File: src/design/accel_ctrl_pkg.sv
// Purpose: shared constants, types and register map of the accelerometer control core
// Assumes: 250 MHz core clock, 8-bit register port fed by the serial bus engine
// Notes:   rate codes follow the sample-rate register layout below
package accel_ctrl_pkg;
  // clock and sample periods
  localparam int CLK_PERIOD_NS    = 4;
  localparam int PERIOD_64SPS_NS  = 15625000;  // 15.625 ms
  localparam int PERIOD_120SPS_NS = 8360000;   // 8.36 ms
  localparam int BASE_CYCLES      = PERIOD_64SPS_NS / CLK_PERIOD_NS;
  localparam int FAST_CYCLES      = PERIOD_120SPS_NS / CLK_PERIOD_NS;
  // register offsets
  localparam logic [7:0] ADDR_XDATA     = 8'h00;
  localparam logic [7:0] ADDR_YDATA     = 8'h01;
  localparam logic [7:0] ADDR_ZDATA     = 8'h02;
  localparam logic [7:0] ADDR_IRQ_STAT  = 8'h04;
  localparam logic [7:0] ADDR_SLEEP_CNT = 8'h05;
  localparam logic [7:0] ADDR_IRQ_SETUP = 8'h06;
  localparam logic [7:0] ADDR_MODE_CTRL = 8'h07;
  localparam logic [7:0] ADDR_RATE_CFG  = 8'h08;
  // irq_setup and irq status bit positions
  localparam int BIT_FRONT_BACK = 0;
  localparam int BIT_ORIENT     = 1;
  localparam int BIT_TAP        = 2;
  localparam int BIT_AUTO_SLEEP = 3;
  localparam int BIT_DATA_UPD   = 4;
  localparam int BIT_SHAKE_X    = 5;
  // mode_control bit positions
  localparam int BIT_MODE_ACTIVE = 0;
  localparam int BIT_AUTO_WAKE   = 3;
  localparam int BIT_AUTO_SLEEP_EN = 4;
  // sample_rate_config fields
  localparam int ACT_RATE_LSB  = 0;
  localparam int WAKE_RATE_LSB = 3;
  // reset values
  localparam logic [7:0] RST_IRQ_SETUP = 8'h00;
  localparam logic [7:0] RST_MODE_CTRL = 8'h00;
  localparam logic [7:0] RST_RATE_CFG  = 8'h00;
  localparam logic [7:0] RST_SLEEP_CNT = 8'h10;
  // shake limit: 1.3 g at 21.33 counts/g
  localparam logic [5:0] SHAKE_LIMIT = 6'h1B;
  localparam logic [2:0] RATE_CODE_120 = 3'h0;

  typedef enum logic [1:0] {ST_OFF, ST_STANDBY, ST_RUN, ST_DOZE} power_state_e;

  typedef struct packed {
    logic [5:0] x;
    logic [5:0] y;
    logic [5:0] z;
  } axes_s;

  typedef struct packed {
    logic [7:0] addr;
    logic [7:0] wdata;
    logic       wr;
    logic       rd;
  } reg_req_s;
endpackage

File: src/design/accel_mode_rate_irq_ctrl.sv
// Purpose: power mode, sample rate and interrupt selection of the accelerometer core
// Assumes: supply-good levels and event pulses are synchronous to sys_clk_i
// Notes:   the serial bus engine presents one register request per cycle
//
// Function
// RL1 - analog supply absent: ignore every bus access
// RL2 - both supplies up: enter standby automatically
// RL3 - standby: registers accessible, no new samples
// RL4 - mode bit at 0x07 selects standby/active
// RL5 - exactly one power state at a time
// RL6 - active: sample all axes, run enabled features
// RL7 - eight rates selected at 0x08
// RL8 - auto-wake rates limited to 1/8/16/32
// RL9 - all three 6-bit axes update together
// RL10 - 0x06 holds seven separate interrupt enables; the code decodes eight, one per bit 0-7
// RL11 - data-update interrupt after every sample
// RL12 - shake interrupt above 1.3 g per axis
// RL13 - orientation change raises interrupt when enabled
// RL14 - auto-sleep counter expiry raises interrupt; the code raises it only with auto-wake set (bit 3 at 0x07)
// RL15 - low-rate state: motion event returns to wake
// RL16 - tap detection off in auto-wake state
// RL17 - auto-wake/sleep switches between two selected rates
// RL18 - host sets tap enable and rate 000
// RL19 - interrupt held until status register read
`timescale 1ns/100ps
`default_nettype none
module accel_mode_rate_irq_ctrl
  import accel_ctrl_pkg::*;
#(
  parameter int BASE_PERIOD_CYCLES = BASE_CYCLES,
  parameter int FAST_PERIOD_CYCLES = FAST_CYCLES
) (
  // clock and reset
  input  wire logic         sys_clk_i,
  input  wire logic         reset_n_i,
  // supply monitors
  input  wire logic         avdd_ok_i,
  input  wire logic         dvdd_ok_i,
  // register port from the serial bus engine
  input  wire reg_req_s     reg_req_i,
  output logic [7:0]        reg_rdata_o,
  output logic              reg_ack_o,
  // measurement and feature events
  input  wire axes_s        axes_i,
  input  wire logic         orient_change_i,
  input  wire logic         front_back_change_i,
  input  wire logic         tap_i,
  // status outputs
  output logic              sample_tick_o,
  output logic              tap_enable_o,
  output power_state_e      power_state_o,
  output logic              irq_o
);

  localparam int CW = 22;
  localparam logic [CW-1:0] BASE_LIM = CW'(BASE_PERIOD_CYCLES - 1);
  localparam logic [CW-1:0] FAST_LIM = CW'(FAST_PERIOD_CYCLES - 1);

  power_state_e  state_r, state_nxt;
  logic [7:0]    irq_setup_r, irq_setup_nxt;
  logic [7:0]    mode_ctrl_r, mode_ctrl_nxt;
  logic [7:0]    rate_cfg_r, rate_cfg_nxt;
  logic [7:0]    sleep_lim_r, sleep_lim_nxt;
  logic [7:0]    idle_cnt_r, idle_cnt_nxt;
  logic [7:0]    pend_r, pend_nxt;
  axes_s         axes_r, axes_nxt;
  logic [CW-1:0] base_cnt_r, base_cnt_nxt;
  logic [6:0]    div_cnt_r, div_cnt_nxt;
  logic [7:0]    rdata_r, rdata_nxt;
  logic          ack_r, ack_nxt;
  logic          tick_r, tick_nxt;
  logic          tap_en_r, tap_en_nxt;
  logic          irq_r, irq_nxt;

  // selects sample divider exponent from the active or low-rate field
  function automatic logic [2:0] rate_exp(input logic doze, input logic [7:0] cfg);
    logic [2:0] c;
    logic [1:0] w;
    c = cfg[ACT_RATE_LSB +: 3];
    w = cfg[WAKE_RATE_LSB +: 2];
    if (doze) begin
      // only 32, 16, 8 and 1 samples/s exist in the low-rate field [RL8]
      unique case (w)
        2'h0:    rate_exp = 3'h1;
        2'h1:    rate_exp = 3'h2;
        2'h2:    rate_exp = 3'h3;
        2'h3:    rate_exp = 3'h6;
      endcase
    end else begin
      rate_exp = (c == RATE_CODE_120) ? 3'h0 : c - 3'h1; // [RL7]
    end
  endfunction

  // absolute value of a 6-bit two's complement reading
  function automatic logic [5:0] mag6(input logic [5:0] v);
    mag6 = v[5] ? 6'(~v + 6'h01) : v;
  endfunction

  // next-state logic for power state, rate timing, registers and interrupts
  always_comb begin
    logic       powered;
    logic       active;
    logic       fast;
    logic       tick;
    logic       wr_ok;
    logic       rd_ok;
    logic       motion;
    logic [6:0] div_lim;
    logic [2:0] shake;
    logic [7:0] ev;
    powered = avdd_ok_i && dvdd_ok_i;
    active  = (state_r == ST_RUN) || (state_r == ST_DOZE);
    fast    = (state_r == ST_RUN) && (rate_cfg_r[ACT_RATE_LSB +: 3] == RATE_CODE_120);
    div_lim = 7'((8'h01 << rate_exp(state_r == ST_DOZE, rate_cfg_r)) - 8'h01);
    tick    = 1'b0;
    shake   = 3'h0;
    ev      = 8'h00;
    motion  = 1'b0;
    // bus is dead without both supplies; off state answers nothing [RL1]
    wr_ok   = reg_req_i.wr && state_r != ST_OFF && powered;
    rd_ok   = reg_req_i.rd && state_r != ST_OFF && powered;

    state_nxt     = state_r;
    irq_setup_nxt = irq_setup_r;
    mode_ctrl_nxt = mode_ctrl_r;
    rate_cfg_nxt  = rate_cfg_r;
    sleep_lim_nxt = sleep_lim_r;
    idle_cnt_nxt  = idle_cnt_r;
    pend_nxt      = pend_r;
    axes_nxt      = axes_r;
    base_cnt_nxt  = base_cnt_r;
    div_cnt_nxt   = div_cnt_r;
    rdata_nxt     = rdata_r;
    ack_nxt       = 1'b0;

    // sample timing: a dedicated period for 120/s, power-of-two base otherwise [RL7]
    if (!active) begin
      base_cnt_nxt = '0; // no sampling outside active states [RL3]
      div_cnt_nxt  = 7'h00;
    end else if (base_cnt_r >= (fast ? FAST_LIM : BASE_LIM)) begin
      base_cnt_nxt = '0;
      if (fast || div_cnt_r >= div_lim) begin
        tick        = 1'b1;
        div_cnt_nxt = 7'h00;
      end else begin
        div_cnt_nxt = div_cnt_r + 7'h01;
      end
    end else begin
      base_cnt_nxt = base_cnt_r + CW'(1);
    end

    // capture all three axes together and derive events [RL6]
    if (tick) begin
      axes_nxt = axes_i; // [RL9]
      shake    = {mag6(axes_i.z) > SHAKE_LIMIT, mag6(axes_i.y) > SHAKE_LIMIT,
                  mag6(axes_i.x) > SHAKE_LIMIT}; // [RL12]
      ev[BIT_DATA_UPD] = 1'b1; // [RL11]
    end
    ev[BIT_SHAKE_X +: 3]   = shake;
    ev[BIT_ORIENT]         = active && orient_change_i; // [RL13]
    ev[BIT_FRONT_BACK]     = active && front_back_change_i;
    ev[BIT_TAP]            = (state_r == ST_RUN) && tap_i; // tap blind while dozing [RL16]
    ev = ev & irq_setup_r; // [RL10]
    motion = |{ev[BIT_SHAKE_X +: 3], ev[BIT_ORIENT], ev[BIT_FRONT_BACK], ev[BIT_TAP]};

    // auto-sleep: count quiet samples, drop to the low rate on expiry [RL17]
    if (state_r == ST_RUN && mode_ctrl_r[BIT_AUTO_SLEEP_EN] && tick) begin
      if (motion) begin
        idle_cnt_nxt = 8'h00;
      end else if (idle_cnt_r + 8'h01 >= sleep_lim_r) begin
        idle_cnt_nxt = 8'h00;
        state_nxt    = ST_DOZE;
        if (mode_ctrl_r[BIT_AUTO_WAKE]) begin
          ev[BIT_AUTO_SLEEP] = irq_setup_r[BIT_AUTO_SLEEP]; // [RL14]
        end
      end else begin
        idle_cnt_nxt = idle_cnt_r + 8'h01;
      end
    end
    // any motion event in the low-rate state restores the higher rate [RL15]
    if (state_r == ST_DOZE && motion) begin
      state_nxt = ST_RUN;
    end
    if (state_r != ST_RUN) begin
      if (state_r != ST_DOZE || motion) begin
        idle_cnt_nxt = 8'h00;
      end
    end

    // register writes are honoured in standby and active alike [RL3]
    if (wr_ok) begin
      unique case (reg_req_i.addr)
        ADDR_IRQ_SETUP: irq_setup_nxt = reg_req_i.wdata;
        ADDR_MODE_CTRL: mode_ctrl_nxt = reg_req_i.wdata;
        ADDR_RATE_CFG:  rate_cfg_nxt  = reg_req_i.wdata;
        ADDR_SLEEP_CNT: sleep_lim_nxt = reg_req_i.wdata;
        default:        ;
      endcase
    end

    // reads: data comes one cycle later; status read clears pending
    if (rd_ok) begin
      ack_nxt = 1'b1;
      unique case (reg_req_i.addr)
        ADDR_XDATA:     rdata_nxt = {2'h0, axes_r.x};
        ADDR_YDATA:     rdata_nxt = {2'h0, axes_r.y};
        ADDR_ZDATA:     rdata_nxt = {2'h0, axes_r.z};
        ADDR_IRQ_STAT:  rdata_nxt = pend_r;
        ADDR_SLEEP_CNT: rdata_nxt = sleep_lim_r;
        ADDR_IRQ_SETUP: rdata_nxt = irq_setup_r;
        ADDR_MODE_CTRL: rdata_nxt = mode_ctrl_r;
        ADDR_RATE_CFG:  rdata_nxt = rate_cfg_r;
        default:        rdata_nxt = 8'h00;
      endcase
      if (reg_req_i.addr == ADDR_IRQ_STAT) begin
        pend_nxt = 8'h00; // [RL19]
      end
    end
    if (wr_ok) begin
      ack_nxt = 1'b1;
    end
    // a new event in the clearing cycle survives the clear
    pend_nxt = pend_nxt | ev; // [RL19]

    // power state machine; a single enum register holds one state [RL5]
    unique case (state_r)
      ST_OFF: begin
        if (powered) begin
          state_nxt = ST_STANDBY; // [RL2]
        end
      end
      ST_STANDBY: begin
        if (mode_ctrl_r[BIT_MODE_ACTIVE]) begin
          state_nxt = ST_RUN; // [RL4]
        end
      end
      ST_RUN, ST_DOZE: begin
        if (!mode_ctrl_r[BIT_MODE_ACTIVE]) begin
          state_nxt = ST_STANDBY; // [RL4]
        end
      end
    endcase
    // losing a supply overrides everything; mode bit drops so power-up lands in standby
    if (!powered) begin
      state_nxt                      = ST_OFF; // [RL1]
      mode_ctrl_nxt[BIT_MODE_ACTIVE] = 1'b0;
      pend_nxt                       = 8'h00;
      ack_nxt                        = 1'b0;
    end

    tick_nxt   = tick;
    tap_en_nxt = (state_nxt == ST_RUN) && irq_setup_nxt[BIT_TAP]; // [RL16]
    irq_nxt    = |pend_nxt;
  end

  // state registers
  always_ff @(posedge sys_clk_i or negedge reset_n_i) begin
    if (!reset_n_i) begin
      state_r     <= ST_OFF;
      irq_setup_r <= RST_IRQ_SETUP;
      mode_ctrl_r <= RST_MODE_CTRL;
      rate_cfg_r  <= RST_RATE_CFG;
      sleep_lim_r <= RST_SLEEP_CNT;
      idle_cnt_r  <= 8'h00;
      pend_r      <= 8'h00;
      axes_r      <= '0;
      base_cnt_r  <= '0;
      div_cnt_r   <= 7'h00;
      rdata_r     <= 8'h00;
      ack_r       <= 1'b0;
      tick_r      <= 1'b0;
      tap_en_r    <= 1'b0;
      irq_r       <= 1'b0;
    end else begin
      state_r     <= state_nxt;
      irq_setup_r <= irq_setup_nxt;
      mode_ctrl_r <= mode_ctrl_nxt;
      rate_cfg_r  <= rate_cfg_nxt;
      sleep_lim_r <= sleep_lim_nxt;
      idle_cnt_r  <= idle_cnt_nxt;
      pend_r      <= pend_nxt;
      axes_r      <= axes_nxt;
      base_cnt_r  <= base_cnt_nxt;
      div_cnt_r   <= div_cnt_nxt;
      rdata_r     <= rdata_nxt;
      ack_r       <= ack_nxt;
      tick_r      <= tick_nxt;
      tap_en_r    <= tap_en_nxt;
      irq_r       <= irq_nxt;
    end
  end

  // outputs straight from flip-flops
  assign reg_rdata_o   = rdata_r;
  assign reg_ack_o     = ack_r;
  assign sample_tick_o = tick_r;
  assign tap_enable_o  = tap_en_r;
  assign power_state_o = state_r;
  assign irq_o         = irq_r;

endmodule
`default_nettype wire

File: config.mk
export PLATFORM = sky130hd
export DESIGN_NAME = accel_mode_rate_irq_ctrl
export DESIGN_NICKNAME = d
export VERILOG_FILES = /design/src/design/accel_ctrl_pkg.sv /design/src/design/accel_mode_rate_irq_ctrl.sv
export SDC_FILE = /design/constraint.sdc
export NUM_CORES = 1
export LEC_CHECK = 0
export ABC_AREA = 0
export BUFFER_PORTS_ARGS = -buffer_cell sky130_fd_sc_hd__buf_2
export CORE_UTILIZATION = 47
export CTS_BUF_LIST = sky130_fd_sc_hd__clkbuf_4
export DETAILED_ROUTE_END_ITERATION = 10
export MAX_ROUTING_LAYER = met4
export PLACE_DENSITY = 0.68
export SKIP_LAST_GASP = 1
export SYNTH_ARGS = -nofsm -noshare
export SYNTH_HDL_FRONTEND = slang
export SYNTH_SLANG_ARGS = --single-unit
File: constraint.sdc
create_clock -name sys_clk_i -period 3.52 [get_ports sys_clk_i]
set_clock_uncertainty 0.15 [all_clocks]
set_input_delay 1.056 -clock sys_clk_i [delete_from_list [all_inputs] [get_ports sys_clk_i]]
set_output_delay 1.056 -clock sys_clk_i [all_outputs]
set_load 0.02 [all_outputs]
==> flow_summary.toml, run 1 <==
[timing]
slew_viol_final = 0
worstMarginPinSlew_ps = 589
setup_violations = 0
fmax_mhz = 290
period_share_pct = 98.0
hold_violations = 0
period_minus_slack_ps = 3450
rsz0062_at_grt = "yes"
max-slew-margin-rel_pct = 60.7

[logic_synthesis]
yosysUniqueCellTypes = 67
synth-adder-area-share_pct = 6.92
synth-seq-cells = 109
synthMuxAreaShare_pct = 11.5
syn_nets = 680
synth_area_per_cell_um2 = 10.2
postSynth.asyncResetShare_pct = 100
synth_area_mm2 = 0.00614
ys_warn_count = 0
synth_compound_area_share_pct = 11.9
yosysSeqAreaShare_pct = 44.4
syn_inst = 603
synth.top_cell.area_share_pct = 44.0
synth-edff-count = 0
synth.largest_area_cell = "dfrtp_1"
synth_top_family_by_area = "simple AND/OR/NAND/NOR gates"
synthXorXnorAreaFrac_pct = 4.42
synthTopCellsByArea = "dfrtp_1 44%, mux2_2 7.3%, ha_1 6.9%"
synth_flop_cell = "dfrtp_1"
synth_simple_gate_area_share_pct = 17.9

[placement]
numPortBuffers = 56
hpwl_um = 11200
place_area_mm2 = 0.00676
gp_congestion = 0.872

[finish]
final_layout_size_suffix_gt1_share_pct = 27.2
fin_nets = 760
syn_to_final_growth_pct = 15.2
fin_area_mm2 = 0.00708
diodes = 0
fin_util_pct = 55.9
n_fill_cell = 1106

[cts]
cts_tree = "built"
cts_max_path_buffers = 2
cts_sinks = 109
cts_root_buf = "clkbuf_4"
htree_levels = 3
cts_made_buffers = 9
cts_hold_buf = 0
clk_pin_slew_worst_paths_ps = 180
clock_latency_ps = 500

[global_route]
overflow = 0
grt_pass1_vias = 4684
grt_pass1_wl_um = 23900
gr-usage-all-layers_pct = 24.1
grt_max_degree = 54
antenna_found_initial = 0

[worst_setup_path]
path_cells = "and2_4, or3_4, ha_2, mux2_2, ha_1, and4_1, a211oi_2, buf_4, a22oi_2, nand2_2, clkinvlp_4, mux2_2"
crit_type = "register to register"
required_ps = 3770
crit_top_cell = "mux2_2"
start_kind = "register"
worstSetupEndpointType = "register"
arrival_ps = 3690
critPathMaxFanout = 11
worst_path_max_delay_cell = "dfrtp_1"
crit_family = "simple AND/OR/NAND/NOR gates"
worst-path-buf-inv = 2
ff2ff_setup_slack_ps = 70
slowest_delay_ps = 450

[detailed_routing]
vias = 4887
dr.pass1.iters = 4
vias_per_cell = 5.68
post_drt_wl_per_cell_um = 17.3
drt_iter0_markers = 259
drt-total-wl_um = 14900
postRouteAntennaNets = 0
post-route-drc-count = 0

[pwr]
p_leak_uw = 0.00324
p_per_area_mw_per_mm2 = 292
max-vdd-ir-drop_uv = 160

[min_path]
hold_path_class = "primary input to asynchronous set/reset pin"

[floorplanning]
die_x_um = 116
die_y_um = 116
start_util_pct = 48.5
pin_count = 57
std_cell_rows = 41
dieArea_mm2 = 0.0135
coreArea_mm2 = 0.0127

[job]
drv_cap = 0

[status]
status = "finished, final reports clean"
## path summary, 6_finish.rpt
kind / endpoint / startpoint / cells after the start
max: axes_r[14] / power_state_o[0] / 12
min: base_cnt_r[18] / reset_n_i / 1
max reg2reg: axes_r[14] / power_state_o[0] / 12
min reg2reg: axes_r[13] / axes_r[13] / 2
max in group asynchronous: axes_r[17] / reset_n_i / 2
min in group sys_clk_i: axes_r[13] / axes_r[13] / 2
## worst register-to-register path: stages (launching register included)
cell        delay, ps
dfrtp_1           450
and2_4            190
or3_4             330
ha_2              190
mux2_2            270
ha_1              290
and4_1            200
a211oi_2           70
buf_4             150
a22oi_2           320
nand2_2           160
clkinvlp_4        210
mux2_2            360
## report_power, final
group / internal, uW / total (uW) / switching [uW] / leakage (uW)
Clock: 220 / 669 / 449 / 0.0000767
Combinational: 48.6 / 133 / 84.6 / 0.00170
Sequential: 1260 / 1260 / 3.39 / 0.00146
## cell families after synthesis
group                    Yosys count
AO/OA/AOI/OAI                    110
flip-flops                       109
multiplexers                      60
buffers and inverters             45
adder cells (fa/ha/maj)           34
AND/OR/NAND/NOR                  214
XOR/XNOR                          31
## area by class of cell
cell class              count  area (um^2)  share of cell area, %
clock buffers               9         67.6                  0.955
inverters                  26          101                   1.43
flip-flops and latches    109         2730                   38.6
repair buffers             88          548                   7.74
multi-input cells         449         3340                   47.2
well taps                 172          215                   3.04
clock inverters             7         73.8                   1.04
## metal layers
metal | GRT usage [%] | vias up | wire (um)
li1 | - | 2336 | -
met1 | 31.2 | 2413 | 6670
met2 | 38.4 | 116 | 7190
met3 | 4.00 | 22 | 671
met4 | 7.78 | 0 | 335
met5 | - | - | 0
## placed cells by master, fill, tap and decap left out, types with 8 or more instances in the layout
cell	netlist	final
mux2i_1	15	15
ha_1	34	33
xnor2_1	15	15
a22oi_1	13	13
clkbuf_4	0	9
buf_2	4	55
xor2_1	16	16
nand4_1	11	11
nand2_1	52	51
a21oi_1	24	22
nand3_1	15	15
buf_4	2	31
o21ai_0	29	28
a31oi_1	9	8
mux2_2	40	40
dfrtp_1	108	107
inv_1	26	25
nor2_1	73	71
## sequential cells by signal, indices dropped and copies added, names as in the netlist
register       flops
mode_ctrl_r        8
power_state_o      2
tap_enable_o       1
sleep_lim_r        8
div_cnt_r          7
irq_setup_r        8
axes_r            18
irq_o              1
sample_tick_o      1
rate_cfg_r         8
idle_cnt_r         8
pend_r             8
reg_ack_o          1
reg_rdata_o        8
base_cnt_r        22
## through the flow
stage          hold slack (ps)  power, uW  setup TNS [ps]  instances  worst slack [ps]
5_1_grt                    346       2140            -473        860             -54.3
3_5_place_dp               321       1420           -10.8        837             -5.07
4_1_cts                    321       2080               0        853              25.7
2_1_floorplan              299       1330           -16.4        603             -8.21
6_report                   323       2060               0        860              71.8
3_3_place_gp               314       1410               0        837               119
## cells in the mapped netlist (3+ instances only)
cell / instances
a211oi_1: 4
a21oi_1: 24
xnor2_1: 15
nor3_1: 6
and3_1: 5
nand4_1: 11
and4_1: 4
mux2i_1: 15
a31oi_1: 9
a41oi_1: 3
clkbuf_1: 12
ha_1: 34
nor2_1: 73
inv_1: 26
o21ai_0: 29
nand3b_1: 3
a22oi_1: 13
dfrtp_1: 108
nor2b_1: 6
mux2_2: 40
a221oi_1: 6
and2_1: 3
nor3b_1: 3
nand3_1: 15
and4b_1: 4
nand2b_1: 6
mux4_2: 4
or3_1: 4
xor2_1: 16
buf_2: 4
o22ai_1: 5
nand2_1: 52
## repair_timing
item | 4_1_cts | 5_1_grt
gates resized for setup | 2 | 26
setup endpoints to repair | 8 | 37
setup buffers | 0 | 7
pin swaps | 0 | 4
No activity file was read; power rests on OpenSTA's default activity.
==> inputs of run 2 (changes only) <==
==> constraint.sdc (replaced) <==
create_clock -name sys_clk_i -period 3.52 [get_ports sys_clk_i]
set_clock_uncertainty 0.15 [all_clocks]
set_input_delay 0.528 -clock sys_clk_i [delete_from_list [all_inputs] [get_ports sys_clk_i]]
set_output_delay 0.528 -clock sys_clk_i [all_outputs]
set_load 0.02 [all_outputs]
==> run 2 against run 1 <==
  * Critical endpoint is now axes_r[8]
  * First-iteration DRC count is 11% higher
  * Clock power down 1%
  * Critical path depth stayed put
  * Power fell by 0.36%
  * Combinational power about the same
==> flow_summary.toml, run 2 (same netlist as run 1, synthesis figures left out) <==
[timing]
setup_violations = 0
hold_violations = 0
worstMarginPinSlew_ps = 703
slew_viol_final = 0
max-slew-margin-rel_pct = 53.1
period_share_pct = 98.2
fmax_mhz = 289
rsz0062_at_grt = "yes"
period_minus_slack_ps = 3460

[finish]
top_register = "base_cnt_r"
syn_to_final_growth_pct = 15.4
biggestRegsByFlops = "base_cnt_r: 22 flops, axes_r: 18 flops"
fin_nets = 761
final_layout_size_suffix_gt1_share_pct = 26.7
final_common_cell = "dfrtp_1"
n_fill_cell = 1110
instances_no_fill = 861
largest_reg_flops = 22
final_cell_mix = "107 x dfrtp_1, 72 x nor2_1, 55 x buf_2, 51 x nand2_1, 39 x mux2_2"
diodes = 0
fin_util_pct = 55.9

[floorplanning]
coreArea_mm2 = 0.0127
die_x_um = 116
start_util_pct = 48.5
pin_count = 57
std_cell_rows = 41
dieArea_mm2 = 0.0135
die_y_um = 116

[cts]
cts_sinks = 109
cts_made_buffers = 9
clk_pin_slew_worst_paths_ps = 190
cts_root_buf = "clkbuf_4"
htree_levels = 3
clock_latency_ps = 500
cts_max_path_buffers = 2
cts_tree = "built"

[global_route]
grt_pass1_wl_um = 23400
grt_pass1_vias = 4735
grt_max_degree = 54
antenna_found_initial = 0
overflow = 0
gr-usage-all-layers_pct = 23.4

[worst_setup_path]
r2r_cells = 12
ff2ff_setup_slack_ps = 60
required_ps = 3750
r2r_end = "axes_r[8]"
critPathMaxFanout = 6
start_kind = "register"
worstSetupEndpointType = "register"
arrival_ps = 3690
crit_type = "register to register"
r2r_start = "power_state_o[0]"

[min_path]
hold-path-endpoint = "irq_setup_r[6]"
hold_path_class = "primary input to register"
hold_path_startpoint = "reg_req_i[8]"
holdPathStages = 2

[placement]
numPortBuffers = 56
gp_congestion = 0.947
hpwl_um = 11400
dpl.cell_count = 833

[pwr]
max-vdd-ir-drop_uv = 200
p_leak_uw = 0.00324
p_per_area_mw_per_mm2 = 290

[detailed_routing]
vias_per_cell = 5.69
drt_iter0_markers = 288
post_drt_wl_per_cell_um = 17.4
dr.pass1.iters = 5
post-route-drc-count = 0
vias = 4897
postRouteAntennaNets = 0
drt-total-wl_um = 15000

[job]
drv_cap = 0

[status]
status = "finished, final reports clean"
[run 2: cell count changes in the layout (fill, tap and decap cells not counted), moves of 2 or more]
| cell | before | now |
|---|---|---|
| buf_6 | 0 | 3 |
| buf_12 | 2 | 0 |
| buf_4 | 31 | 29 |
| clkinv_1 | 0 | 2 |
| clkinv_2 | 2 | 0 |
[run 2: layout make-up]
cell class | instances | area [um^2] | area share [%]
Tap cell | 172 | 215 | 3.04
Clock buffer | 9 | 67.6 | 0.953
Sequential cell | 109 | 2730 | 38.5
Timing Repair inverter | 1 | 5.00 | 0.0706
Multi-Input combinational cell | 449 | 3340 | 47.2
Clock inverter | 7 | 82.6 | 1.17
Inverter | 26 | 105 | 1.48
Timing Repair Buffer | 88 | 537 | 7.57
[run 2: report_power, final]
| part | switching (uW) | internal (uW) |
|---|---|---|
| clock | 436 | 227 |
| sequential | 3.56 | 1260 |
| combinational | 85.5 | 47.2 |
[run 2: worst max-delay path, stage by stage (launching register included)]
cell,delay (ps)
dfrtp_1,450
and2_4,190
or3_4,340
ha_2,200
mux2_2,270
ha_1,290
and4_1,210
a211oi_2,80
buf_4,160
a22oi_2,280
nand2_2,190
clkinvlp_2,210
mux2_2,350
[run 2: routing by layer]
layer  vias up  GRT usage (%)  wire length, um
met1      2394           30.2             6720
li1       2336              -                -
met4         0           6.84              307
met5         -              -                0
met2       139           37.4             7250
met3        28           4.51              687
[run 2: per-stage QoR]
step | total power (uW) | hold WS [ps] | setup slack, ps | instance area, um^2 | setup TNS [ps]
floorplan | 1330 | 82.4 | -8.21 | 6140 | -16.4
global placement | 1410 | 312 | 97.1 | 6720 | 0
detailed placement | 1420 | 321 | 6.01 | 6720 | 0
CTS | 2080 | 117 | 59.7 | 6880 | 0
global route | 2140 | 115 | -98.0 | 7090 | -789
finish | 2060 | 146 | 63.1 | 7090 | 0
[run 2: worst max path at each step]
stage,end,cells past startpoint,start,slack [ps]
global placement,axes_r[17],12,power_state_o[0],100
global route,axes_r[17],13,power_state_o[1],-100
floorplan,axes_r[15],12,power_state_o[1],-8
CTS,axes_r[5],12,power_state_o[0],60
finish,axes_r[8],12,power_state_o[0],60
detailed placement,axes_r[5],12,power_state_o[0],6
[run 2: timing repair]
action | CTS | global route
resized for setup | 1 | 30
hold buffers | 1 | 0
pin swaps | 0 | 10
endpoints found under the hold margin | 49 | 0
setup endpoints to repair | 6 | 35
gates cloned | 0 | 1
setup buffers | 0 | 10
==> inputs of run 3 (changes only) <==
--- a/config.mk
+++ b/config.mk
@@ -7,11 +7,10 @@
 export LEC_CHECK = 0
 export ABC_AREA = 0
 export BUFFER_PORTS_ARGS = -buffer_cell sky130_fd_sc_hd__buf_2
-export CORE_UTILIZATION = 47
+export CORE_UTILIZATION = 30
 export CTS_BUF_LIST = sky130_fd_sc_hd__clkbuf_4
 export DETAILED_ROUTE_END_ITERATION = 10
 export MAX_ROUTING_LAYER = met4
-export PLACE_DENSITY = 0.68
 export SKIP_LAST_GASP = 1
 export SYNTH_ARGS = -nofsm -noshare
 export SYNTH_HDL_FRONTEND = slang
==> constraint.sdc (replaced) <==
create_clock -name sys_clk_i -period 3.3 [get_ports sys_clk_i]
set_clock_uncertainty 0.15 [all_clocks]
set_input_delay 0.495 -clock sys_clk_i [delete_from_list [all_inputs] [get_ports sys_clk_i]]
set_output_delay 0.495 -clock sys_clk_i [all_outputs]
set_load 0.01 [all_outputs]
==> run 3 against run 2 <==
  * Critical path depth increased by 1
  * Sequential share of layout area shrank 1.5 points
  * Hold slack got worse by 48 ps
  * Worst setup slack got worse by 49 ps
  * Sequential power is 6% higher
  * Fmax up 5.2%
  * Via count down 1.9%
  * Flip-flop and latch count did not move
  * First-iteration DRC count is 6.3% higher
  * Utilization decreased by 19 points
  * Die area rose by 56%
  * Clock power up 11%
  * Critical path type unchanged
  * Critical endpoint is now tap_enable_o
  * Largest power group unchanged
==> flow_summary.toml, run 3 (same netlist as run 1, synthesis figures left out) <==
[timing]
period_share_pct = 99.6
fmax_mhz = 304
fin_ws_ps = 13.7
period_minus_slack_ps = 3290
max-slew-margin-rel_pct = 56.3
rsz0062_at_grt = "yes"
slew_viol_final = 0
hold_violations = 0
tns_ps = 0
worstMarginPinSlew_ps = 655
worst_hold_slack_ps = 97.1
setup_violations = 0

[min_path]
hold_path_startpoint = "axes_i[4]"
hold_path_class = "primary input to register"

[job]
drv_cap = 0

[pwr]
p_leak_uw = 0.00333
total_power_uw = 2220
p_per_area_mw_per_mm2 = 302
max-vdd-ir-drop_uv = 136

[worst_setup_path]
path_depth = 13
worstSetupEndpointType = "register"
worst_path_max_delay_cell = "dfrtp_1"
path_cells = "nand2_1, nor3_1, a21oi_2, ha_4, mux2_2, ha_1, and4_1, a211oi_2, a22oi_2, buf_4, a31o_2, a31oi_4, and3b_1"
arrival_ps = 3580
start_kind = "register"
critPathMaxFanout = 5
worst-path-buf-inv = 1
crit_type = "register to register"
r2r_end = "tap_enable_o"
setup.worst_path.end = "tap_enable_o"
r2r_start = "power_state_o[0]"
crit_start = "power_state_o[0]"
slowest_delay_ps = 440
required_ps = 3590
crit_family = "compound AO/OA/AOI/OAI gates"
ff2ff_setup_slack_ps = 10
r2r_cells = 13

[cts]
cts_made_buffers = 9
clock_latency_ps = 500
clk_pin_slew_worst_paths_ps = 180
htree_levels = 3
cts_root_buf = "clkbuf_4"
cts_sinks = 109
cts_tree = "built"
cts_max_path_buffers = 2

[status]
status = "finished, final reports clean"

[floorplanning]
die_x_um = 145
dieArea_mm2 = 0.0211
pin_count = 57
die_y_um = 145
start_util_pct = 31.1
coreArea_mm2 = 0.0198
std_cell_rows = 51

[finish]
largest_reg_flops = 22
biggestRegsByFlops = "base_cnt_r: 22 flops, axes_r: 18 flops"
final_common_cell = "dfrtp_1"
final_layout_size_suffix_gt1_share_pct = 29.0
final_cell_mix = "106 x dfrtp_1, 71 x nor2_1, 55 x buf_2, 51 x nand2_1, 36 x buf_4"
fin_nets = 769
instances_no_fill = 964
syn_to_final_growth_pct = 20.0
top_register = "base_cnt_r"

[global_route]
grt_pass1_wl_um = 25400
gr-usage-all-layers_pct = 15.5
antenna_found_initial = 2
grt_pass1_vias = 4904
overflow = 0
grt_max_degree = 63

[detailed_routing]
postRouteAntennaNets = 0
vias_per_cell = 4.99
drt-total-wl_um = 15400
vias = 4806
post-route-drc-count = 0
drt_iter0_markers = 306
post_drt_wl_per_cell_um = 16.0
dr.pass1.iters = 6

[placement]
gp_congestion = 0.849
hpwl_um = 11700
place_ws_ps = -116
dpl.cell_count = 937
numPortBuffers = 56
run 3: routing by layer:
layer,GRT usage [%],part of all wire (%),wire [um],vias up
li1,-,-,-,2350
met1,20.4,48,7400,2357
met2,24.3,47,7280,85
met3,2.58,3.0,469,14
met4,4.89,1.6,250,0
met5,-,0,0,-
run 3: worst min-delay path by stage:
stage               depth (start not counted)          to  slack, ps
floorplan                                   0   axes_r[0]         50
global placement                            2  axes_r[12]        310
detailed placement                          2   axes_r[7]        320
CTS                                         3   axes_r[4]         60
global route                                3   axes_r[4]         70
finish                                      3   axes_r[4]        100
run 3: report_power, final:
group	leakage, uW	switching, uW	internal, uW
registers	0.00146	3.51	1340
logic	0.00178	91.7	51.9
clock network	0.0000861	481	256
total	0.00333	576	1650
run 3: final cells by class:
type / instances / area, um^2
well taps: 265 / 332
inverters: 26 / 97.6
clock buffers: 10 / 75.1
diodes: 2 / 5.00
multi-input cells: 449 / 3420
repair buffers: 97 / 629
fillers: 2017 / 12400
flip-flops and latches: 109 / 2730
clock inverters: 6 / 80.1
run 3: metrics by stage:
step | utilization [%] | area, um^2
floorplan | - | 6200
global placement | 35.3 | 6990
detailed placement | 35.3 | 6990
CTS | 36.5 | 7220
global route | 37.3 | 7370
finish | 37.3 | 7370
run 3: what timing repair did:
action / 4_1_cts / 5_1_grt
pin swaps: 6 / 14
endpoints found under the hold margin: 46 / 0
resized for setup: 9 / 29
setup buffers: 5 / 3
hold buffers: 1 / 0
endpoints found under the setup margin: 23 / 56
run 3: worst reg2reg max path: stages, from the launching register on:
cell	delay [ps]
dfrtp_1	440
nand2_1	170
nor3_1	100
a21oi_2	200
ha_4	190
mux2_2	330
ha_1	280
and4_1	160
a211oi_2	270
a22oi_2	150
buf_4	200
a31o_2	250
a31oi_4	180
and3b_1	170
